<file path="config.mk">
export PLATFORM = sky130hd
export DESIGN_NAME = sacr_top
export DESIGN_NICKNAME = d
export VERILOG_FILES = /design/src/rtl/sacr_pkg.sv /design/src/rtl/sacr_top.sv /design/src/rtl/sacr_ref_edge.sv /design/src/rtl/sacr_ref_div.sv
export SDC_FILE = /design/constraint.sdc
export NUM_CORES = 1
export LEC_CHECK = 0
export ABC_AREA = 1
export BUFFER_PORTS_ARGS = -buffer_cell sky130_fd_sc_hd__buf_2
export CORE_ASPECT_RATIO = 0.8
export CORE_UTILIZATION = 53
export DETAILED_ROUTE_END_ITERATION = 8
export PLACE_DENSITY = 0.8
export SETUP_SLACK_MARGIN = 0.2
export SLEW_MARGIN = 25
export SYNTH_ARGS = -nofsm -noshare
export SYNTH_HDL_FRONTEND = slang
export SYNTH_SLANG_ARGS = --single-unit
</file>
<file path="constraint.sdc">
create_clock -name pclk -period 3.12 [get_ports pclk]
set_clock_uncertainty 0.15 [all_clocks]
set_input_delay 0.156 -clock pclk [delete_from_list [all_inputs] [get_ports pclk]]
set_output_delay 0.156 -clock pclk [all_outputs]
set_load 0.02 [all_outputs]
</file>
<file path="src/rtl/sacr_pkg.sv">
// Shared constants, field layouts and carrier types of the synthesizer control registers.
package sacr_pkg;

    ////////////////////////////////////////////////////////////////////////////
    // Register select codes held in the four low bits of each written word.
    localparam logic [3:0] SEL_FREQ_INT = 4'h0;
    localparam logic [3:0] SEL_AUX_MOD = 4'h2;
    localparam logic [3:0] SEL_AUX_FRAC = 4'h3;
    localparam logic [3:0] SEL_LOOP_CFG = 4'h4;
    localparam logic [3:0] SEL_OUT_DIV = 4'h6;

    ////////////////////////////////////////////////////////////////////////////
    // Field positions inside a written word.
    localparam int SEL_MSB = 3;
    localparam int SEL_LSB = 0;
    localparam int AUX_MSB = 17;
    localparam int AUX_LSB = 4;
    localparam int DITHER_BIT = 30;
    localparam int MON_SEL_MSB = 29;
    localparam int MON_SEL_LSB = 27;
    localparam int DOUBLER_BIT = 26;
    localparam int HALF_DIV_BIT = 25;
    localparam int RCNT_MSB = 24;
    localparam int RCNT_LSB = 15;
    localparam int BUF_EN_BIT = 14;
    localparam int CP_MSB = 13;
    localparam int CP_LSB = 10;
    localparam int MON_LEVEL_BIT = 8;
    localparam int PD_POL_BIT = 7;
    localparam int ODIV_MSB = 23;
    localparam int ODIV_LSB = 21;

    ////////////////////////////////////////////////////////////////////////////
    // Bus map: byte addresses of the word port and the status register.
    localparam int ADDR_W = 12;
    localparam logic [ADDR_W-1:0] ADDR_WORD_PORT = 12'h000;
    localparam logic [ADDR_W-1:0] ADDR_STATUS = 12'h004;
    localparam logic [3:0] STRB_FULL = 4'hf;

    ////////////////////////////////////////////////////////////////////////////
    // Values after reset.
    localparam logic [13:0] RST_AUX = 14'h0000;
    localparam logic [9:0] RST_RCNT = 10'h001;
    localparam logic [3:0] RST_CP = 4'h0;
    localparam logic [2:0] RST_MON_SEL = 3'h0;
    localparam logic [2:0] RST_ODIV = 3'h0;
    localparam logic [9:0] RCNT_ONE = 10'h001;

    ////////////////////////////////////////////////////////////////////////////
    // Carrier types.
    typedef struct packed {
        logic [13:0] modulus;
        logic [13:0] fraction;
    } sacr_aux_s;

    typedef struct packed {
        logic dither_en;
        logic [2:0] monitor_sel;
        logic doubler_en;
        logic half_div_en;
        logic [9:0] r_count;
        logic buf_en;
        logic [3:0] cp_current;
        logic monitor_level;
        logic pd_polarity;
    } sacr_cfg_s;

    localparam sacr_aux_s RST_AUX_S = '{modulus: RST_AUX, fraction: RST_AUX};
    localparam sacr_cfg_s RST_CFG_S = '{
        dither_en: 1'b0, monitor_sel: RST_MON_SEL, doubler_en: 1'b0, half_div_en: 1'b0,
        r_count: RST_RCNT, buf_en: 1'b0, cp_current: RST_CP, monitor_level: 1'b0,
        pd_polarity: 1'b0};

    // True when the word carries the given register select code.
    function automatic logic sel_is(input logic [31:0] word, input logic [3:0] code);
        sel_is = (word[SEL_MSB:SEL_LSB] == code);
    endfunction

endpackage

</file>
<file path="src/rtl/sacr_top.sv">
// APB register bank for the auxiliary fraction and loop configuration of the synthesizer.
//
// Function
// - Select 0010 loads modulus from bits 17:4
// - Select 0011 loads the auxiliary fraction
// - Fraction is a 14-bit word
// - Modulus and fraction apply on register 0
// - Select 0100 loads the configuration
// - Bit 30 enables second-stage dither
// - Bits 29:27 pick the monitor source
// - Bit 26 selects the doubled reference
// - Doubler picks falling or both edges
// - Bit 25 adds a half divider
// - Ten-bit reference ratio, host uses 1..1023
// - Bit 14 buffers the divider select
// - Buffered divider select applies on register 0
// - Bits 13:10 set pump current
// - Bit 8 sets monitor high level
// - Bit 7 sets detector polarity
module sacr_top
    import sacr_pkg::*;
(
    input wire logic pclk,
    input wire logic presetn,
    input wire logic psel,
    input wire logic penable,
    input wire logic pwrite,
    input wire logic [ADDR_W-1:0] paddr,
    input wire logic [31:0] pwdata,
    input wire logic [3:0] pstrb,
    output logic [31:0] prdata,
    output logic pready,
    output logic pslverr,
    input wire logic reference_input,
    output sacr_cfg_s loop_cfg,
    output sacr_aux_s aux_active,
    output logic [2:0] out_div_sel,
    output logic pfd_ref,
    output logic pfd_active_edge
);

    ////////////////////////////////////////////////////////////////////////////
    // Bus slave state.
    logic pready_q;
    logic pready_d;
    logic pslverr_q;
    logic pslverr_d;
    logic [31:0] prdata_q;
    logic [31:0] prdata_d;
    logic take;
    logic addr_ok;
    logic bad_access;
    logic wr_word;

    // Register state.
    sacr_aux_s aux_stage_q;
    sacr_aux_s aux_stage_d;
    sacr_aux_s aux_act_q;
    sacr_aux_s aux_act_d;
    sacr_cfg_s cfg_q;
    sacr_cfg_s cfg_d;
    logic aux_pend_q;
    logic aux_pend_d;
    logic [2:0] odiv_stage_q;
    logic [2:0] odiv_stage_d;
    logic [2:0] odiv_act_q;
    logic [2:0] odiv_act_d;
    logic odiv_pend_q;
    logic odiv_pend_d;
    logic [3:0] last_sel_q;
    logic [3:0] last_sel_d;
    logic ref_tick;

    ////////////////////////////////////////////////////////////////////////////
    // Bus slave: every access phase takes two cycles, the first to build the
    // answer, the second to present it. This keeps all bus outputs on flops.
    always_comb
    begin
        addr_ok = (paddr == ADDR_WORD_PORT) || (paddr == ADDR_STATUS);
        // Partial-word writes are refused because a word must arrive whole.
        bad_access = !addr_ok
            || (pwrite && (paddr == ADDR_STATUS))
            || (pwrite && (pstrb != STRB_FULL));
        take = psel && penable && pready_q;
        wr_word = take && pwrite && !pslverr_q && (paddr == ADDR_WORD_PORT);
        pready_d = 1'b0;
        pslverr_d = 1'b0;
        prdata_d = 32'h0000_0000;
        if (psel && penable && !pready_q)
        begin
            pready_d = 1'b1;
            pslverr_d = bad_access;
            // Write-only fields
            // Only the status word reads back; the word port reads as zero.
            if (!pwrite && (paddr == ADDR_STATUS))
            begin
                prdata_d = {24'h00_0000, last_sel_q, 2'b00, odiv_pend_q, aux_pend_q};
            end
        end
    end

    always_ff @(posedge pclk or negedge presetn)
    begin
        if (!presetn)
        begin
            pready_q <= 1'b0;
            pslverr_q <= 1'b0;
            prdata_q <= 32'h0000_0000;
        end
        else
        begin
            pready_q <= pready_d;
            pslverr_q <= pslverr_d;
            prdata_q <= prdata_d;
        end
    end

    ////////////////////////////////////////////////////////////////////////////
    // Word routing by select code.
    always_comb
    begin
        aux_stage_d = aux_stage_q;
        aux_act_d = aux_act_q;
        cfg_d = cfg_q;
        aux_pend_d = aux_pend_q;
        odiv_stage_d = odiv_stage_q;
        odiv_act_d = odiv_act_q;
        odiv_pend_d = odiv_pend_q;
        last_sel_d = last_sel_q;
        if (wr_word)
        begin
            last_sel_d = pwdata[SEL_MSB:SEL_LSB];
            // Reserved bits dropped
            // Only the documented field bits are copied; the rest of the word is unused.
            if (sel_is(pwdata, SEL_AUX_MOD))
            begin
                aux_stage_d.modulus = pwdata[AUX_MSB:AUX_LSB];
                aux_pend_d = 1'b1;
            end
            else if (sel_is(pwdata, SEL_AUX_FRAC))
            begin
                // Fraction below modulus
                // The ordering of fraction and modulus is left to software; no check here.
                aux_stage_d.fraction = pwdata[AUX_MSB:AUX_LSB];
                aux_pend_d = 1'b1;
            end
            else if (sel_is(pwdata, SEL_LOOP_CFG))
            begin
                cfg_d.dither_en = pwdata[DITHER_BIT];
                cfg_d.monitor_sel = pwdata[MON_SEL_MSB:MON_SEL_LSB];
                cfg_d.doubler_en = pwdata[DOUBLER_BIT];
                cfg_d.half_div_en = pwdata[HALF_DIV_BIT];
                cfg_d.r_count = pwdata[RCNT_MSB:RCNT_LSB];
                cfg_d.buf_en = pwdata[BUF_EN_BIT];
                cfg_d.cp_current = pwdata[CP_MSB:CP_LSB];
                cfg_d.monitor_level = pwdata[MON_LEVEL_BIT];
                cfg_d.pd_polarity = pwdata[PD_POL_BIT];
            end
            else if (sel_is(pwdata, SEL_OUT_DIV))
            begin
                if (cfg_q.buf_en)
                begin
                    odiv_stage_d = pwdata[ODIV_MSB:ODIV_LSB];
                    odiv_pend_d = 1'b1;
                end
                else
                begin
                    odiv_act_d = pwdata[ODIV_MSB:ODIV_LSB];
                end
            end
            else if (sel_is(pwdata, SEL_FREQ_INT))
            begin
                aux_act_d = aux_stage_q;
                aux_pend_d = 1'b0;
                // Apply buffered divider select
                // A pending select is dropped if buffering was turned off meanwhile.
                if (odiv_pend_q && cfg_q.buf_en)
                begin
                    odiv_act_d = odiv_stage_q;
                end
                odiv_pend_d = 1'b0;
            end
        end
    end

    always_ff @(posedge pclk or negedge presetn)
    begin
        if (!presetn)
        begin
            aux_stage_q <= RST_AUX_S;
            aux_act_q <= RST_AUX_S;
            cfg_q <= RST_CFG_S;
            aux_pend_q <= 1'b0;
            odiv_stage_q <= RST_ODIV;
            odiv_act_q <= RST_ODIV;
            odiv_pend_q <= 1'b0;
            last_sel_q <= SEL_FREQ_INT;
        end
        else
        begin
            aux_stage_q <= aux_stage_d;
            aux_act_q <= aux_act_d;
            cfg_q <= cfg_d;
            aux_pend_q <= aux_pend_d;
            odiv_stage_q <= odiv_stage_d;
            odiv_act_q <= odiv_act_d;
            odiv_pend_q <= odiv_pend_d;
            last_sel_q <= last_sel_d;
        end
    end

    ////////////////////////////////////////////////////////////////////////////
    // Reference path toward the phase detector.
    sacr_ref_edge u_ref_edge (
        .pclk(pclk),
        .presetn(presetn),
        .reference_input(reference_input),
        .doubler_en(cfg_q.doubler_en),
        .ref_tick(ref_tick)
    );

    sacr_ref_div u_ref_div (
        .pclk(pclk),
        .presetn(presetn),
        .ref_tick(ref_tick),
        .r_count(cfg_q.r_count),
        .half_div_en(cfg_q.half_div_en),
        .pfd_ref(pfd_ref),
        .pfd_edge(pfd_active_edge)
    );

    ////////////////////////////////////////////////////////////////////////////
    // Outputs.
    assign prdata = prdata_q;
    assign pready = pready_q;
    assign pslverr = pslverr_q;
    assign loop_cfg = cfg_q;
    assign aux_active = aux_act_q;
    assign out_div_sel = odiv_act_q;

endmodule // sacr_top

</file>
<file path="src/rtl/sacr_ref_edge.sv">
// Reference edge picker: chooses which reference edges clock the reference counter.
module sacr_ref_edge
    import sacr_pkg::*;
(
    input wire logic pclk,
    input wire logic presetn,
    input wire logic reference_input,
    input wire logic doubler_en,
    output logic ref_tick
);

    logic ref_prev_q;
    logic ref_prev_d;
    logic ref_tick_q;
    logic ref_tick_d;

    always_comb
    begin
        ref_prev_d = reference_input;
        if (doubler_en)
        begin
            ref_tick_d = reference_input ^ ref_prev_q;
        end
        else
        begin
            ref_tick_d = ref_prev_q & ~reference_input;
        end
    end

    always_ff @(posedge pclk or negedge presetn)
    begin
        if (!presetn)
        begin
            ref_prev_q <= 1'b0;
            ref_tick_q <= 1'b0;
        end
        else
        begin
            ref_prev_q <= ref_prev_d;
            ref_tick_q <= ref_tick_d;
        end
    end

    assign ref_tick = ref_tick_q;

endmodule // sacr_ref_edge

</file>
<file path="src/rtl/sacr_ref_div.sv">
// Reference counter with optional divide-by-two toggle stage toward the phase detector.
module sacr_ref_div
    import sacr_pkg::*;
(
    input wire logic pclk,
    input wire logic presetn,
    input wire logic ref_tick,
    input wire logic [9:0] r_count,
    input wire logic half_div_en,
    output logic pfd_ref,
    output logic pfd_edge
);

    logic [9:0] cnt_q;
    logic [9:0] cnt_d;
    logic toggle_q;
    logic toggle_d;
    logic pfd_ref_q;
    logic pfd_ref_d;
    logic pfd_edge_q;
    logic pfd_edge_d;
    logic terminal;

    always_comb
    begin
        cnt_d = cnt_q;
        toggle_d = toggle_q;
        pfd_edge_d = 1'b0;
        // Divide by ratio
        // A ratio of zero is outside the legal range and behaves as a ratio of one.
        terminal = ref_tick && ((cnt_q + RCNT_ONE) >= r_count);
        if (ref_tick)
        begin
            cnt_d = terminal ? 10'h000 : cnt_q + RCNT_ONE;
        end
        if (terminal)
        begin
            toggle_d = ~toggle_q;
            pfd_edge_d = half_div_en ? ~toggle_q : 1'b1;
        end
        pfd_ref_d = half_div_en ? toggle_d : terminal;
    end

    always_ff @(posedge pclk or negedge presetn)
    begin
        if (!presetn)
        begin
            cnt_q <= 10'h000;
            toggle_q <= 1'b0;
            pfd_ref_q <= 1'b0;
            pfd_edge_q <= 1'b0;
        end
        else
        begin
            cnt_q <= cnt_d;
            toggle_q <= toggle_d;
            pfd_ref_q <= pfd_ref_d;
            pfd_edge_q <= pfd_edge_d;
        end
    end

    assign pfd_ref = pfd_ref_q;
    assign pfd_edge = pfd_edge_q;

endmodule // sacr_ref_div

</file>
==> results.cfg <==
[status]
outcome = completed

[yosys]
synth-seq-cells = 114
synth.distinct_cells = 32
synth_flop_cell = dfrtp_1
syn_inst = 655
yosys-top-cells-area = dfrtp_1, nand2_1, o21ai_0
synthDominantCellAreaShare = 0.5160
yosys.cell_count.top_type = nand2_1
synth_area_um2 = 5480
ys_warn_count = 0
synth_common_cells = nand2_1, dfrtp_1, inv_1
ys_seq_area_frac = 0.5208
synth_top_cell_by_area = dfrtp_1
synthArstFlopShare = 1.000
syn_area_per_cell_um2 = 8.367
synth_edf_count = 0

[pwr]
powerDensity_nw_per_um2 = 526.6
cellLeakagePower_nw = 4.056
vdd_drop_max_mv = 0.3182

[layout]
drive_gt1_frac = 0.2034
antenna_cells = 0
finalInstanceArea_um2 = 6944
nets = 874
regArea_um2 = 2854
fillCellCount = 774
syn2layout_area_growth_pct = 26.71
multi_input_area_um2 = 2076

[clock_tree]
cts_root_buffer = clkbuf_16
cts_max_level = 4
clk_latency_ps = 420
cts_sinks = 114
tritoncts = built
clockBufferDepth = 2
cts.clk_slew.worst_paths_ps = 50
cts_buffers = 17

[sta]
max-slew-margin-rel = 0.4704
slew_violations = 0
hold_viol = 0
fin_crit_ps = 2508
fin_ws_ps = 612.1
fmax_mhz = 398.7
finalSetupTns_ps = 0
rsz0062_at_grt = no
setup-violations-final = 0
period_share = 0.8038
worstMarginPinSlew_ps = 792.5

[global_routing]
first_global_vias = 4610
grt_max_degree = 57
grt_pass1_wl_um = 21600
track_usage = 0.2663
antenna_found_initial = 0
gr-total-overflow = 0

[worst_setup_path]
worstPathArrival_ps = 2700
cp_num_buf_inv = 0
cp_slowest_cell = dfrtp_1
crit_path_end_kind = flop
cp_common_cell = nand2_1
cp_data_required_time_ps = 3320
path_cells = ha_1 > nand3_1 > nor2_1 > nand3_1 > nand2_1 > nand2_1 > ha_1 > nand2_1 > a21oi_1 > nor2_1 > nand2_1 > nor2_4 > nand3_1 > nand2_1
cpLargestDelayFamily = simple AND/OR/NAND/NOR gates
worstSetupStartpointType = flop
slowest_delay_ps = 410
crit_fanout = 8
critPathKind = flop to flop

[worst_hold_path]
hp-class = primary input to flop

[placement]
routabilityCongestion = 0.7961
dp_hpwl_um = 8651
pre_cts_ws_ps = 353.4
port_buffers = 116
placed_area_um2 = 6025

[drt]
wirelength_um = 13170
routedWlPerCell_um = 13.76
route.detailed.drc = 0
routed-via-count = 4759
drtIter0Drc = 223
dr.pass1.iters = 5
ant_nets = 0
via_per_inst = 4.973

[floorplan]
core-area_um2 = 9849
die_h_um = 92.95
die_area_um2 = 10750
start_util = 0.5564
die_w_um = 115.7
num_io_pins = 144
rows = 32

[flow_run]
maxCapViolations = 0
-- path summary, 6_finish.rpt --
kind                       slack, ps                        endpoint  depth (start not counted)                      startpoint
max                              610  u_ref_div.cnt_q[9]$_DFFE_PN0P_                         14  u_ref_div.cnt_q[0]$_DFFE_PN0P_
min                               20                pready$_DFF_PN0_                          3                            psel
max reg2reg                      610  u_ref_div.cnt_q[9]$_DFFE_PN0P_                         14  u_ref_div.cnt_q[0]$_DFFE_PN0P_
min reg2reg                      330      aux_active[21]$_DFFE_PN0P_                          2     aux_stage_q[21]$_DFFE_PN0P_
max in group asynchronous       1700         loop_cfg[7]$_DFFE_PN1P_                          3                         presetn
min in group asynchronous        180      aux_active[15]$_DFFE_PN0P_                          2                         presetn
-- cell usage in the layout (no fill, tap or decap), drive strengths merged, types with 12 or more instances in the layout --
cell type / netlist / routed
ha: 12 / 12
buf: 39 / 119
clkbuf: 8 / 20
inv: 86 / 87
conb: 1 / 26
nand2: 202 / 202
dfrtp: 113 / 113
o21ai: 76 / 76
dlygate4sd3: 0 / 37
nor2: 44 / 44
nand3: 31 / 31
a21oi: 17 / 17
-- worst register-to-register path, cell delays in order, from the launching register on --
cell and delay, ps:
dfrtp_1 410, ha_1 210, nand3_1 130, nor2_1 240, nand3_1 100, nand2_1 70, nand2_1 60, ha_1 260
nand2_1 70, a21oi_1 40, nor2_1 150, nand2_1 110, nor2_4 220, nand3_1 110, nand2_1 90
-- layer usage --
layer / vias to the layer above / part of all wire / GRT usage
met3: 23 / 0.070 / 0.06937
met4: 0 / 0.019 / 0.1111
met2: 208 / 0.47 / 0.4406
met5: - / 0 / 0
met1: 2221 / 0.44 / 0.3312
li1: 2307 / - / -
-- stage by stage --
stage	std cells	power, W	hold slack (ps)	utilization
2_1_floorplan	680	0.001782	-289.6	-
3_3_place_gp	888	0.001866	85.97	0.6117
3_5_place_dp	888	0.001885	97.26	0.6117
4_1_cts	957	0.003682	6.042	0.7043
5_1_grt	957	0.003800	13.58	0.7050
6_report	957	0.003657	18.01	0.7050
-- repair_timing --
| item | in CTS | in global routing |
|---|---|---|
| resized for setup | 0 | 2 |
| buffers inserted | 0 | 0 |
| endpoints found under the setup margin | 0 | 8 |
| hold endpoints to repair | 120 | 0 |
| hold buffers | 37 | 0 |
-- layout make-up --
| class | instances | share of cell area |
|---|---|---|
| Clock buffer | 20 | 0.06577 |
| Clock inverter | 12 | 0.01225 |
| Inverter | 87 | 0.04703 |
| Multi-Input combinational cell | 432 | 0.2989 |
| Sequential cell | 114 | 0.4110 |
| Tap cell | 136 | 0.02450 |
| Timing Repair Buffer | 156 | 0.1405 |
-- power by group --
group / internal (W) / switching, W
Sequential: 0.00151 / 0.0000465
Combinational: 0.000132 / 0.000207
Clock: 0.00105 / 0.000705
Total: 0.00270 / 0.000959
-- kinds of logic after synthesis --
| family | Yosys count | share of synthesized area |
|---|---|---|
| flip-flops | 114 | 0.5208 |
| AND/OR/NAND/NOR | 289 | 0.2299 |
| adder cells (fa/ha/maj) | 12 | 0.02740 |
| AO/OA/AOI/OAI | 101 | 0.09589 |
| buffers and inverters | 134 | 0.1189 |
| XOR/XNOR | 4 | 0.006394 |
| other | 1 | 0.0006843 |
-- sequential cells by signal (all words and copies together) (netlist names), 3 cells and up --
name             cells
last_sel_q           4
loop_cfg            23
aux_active          28
u_ref_div.cnt_q     10
prdata               6
odiv_stage_q         3
aux_stage_q         28
out_div_sel          3
No activity file was read; power rests on OpenSTA's default activity.
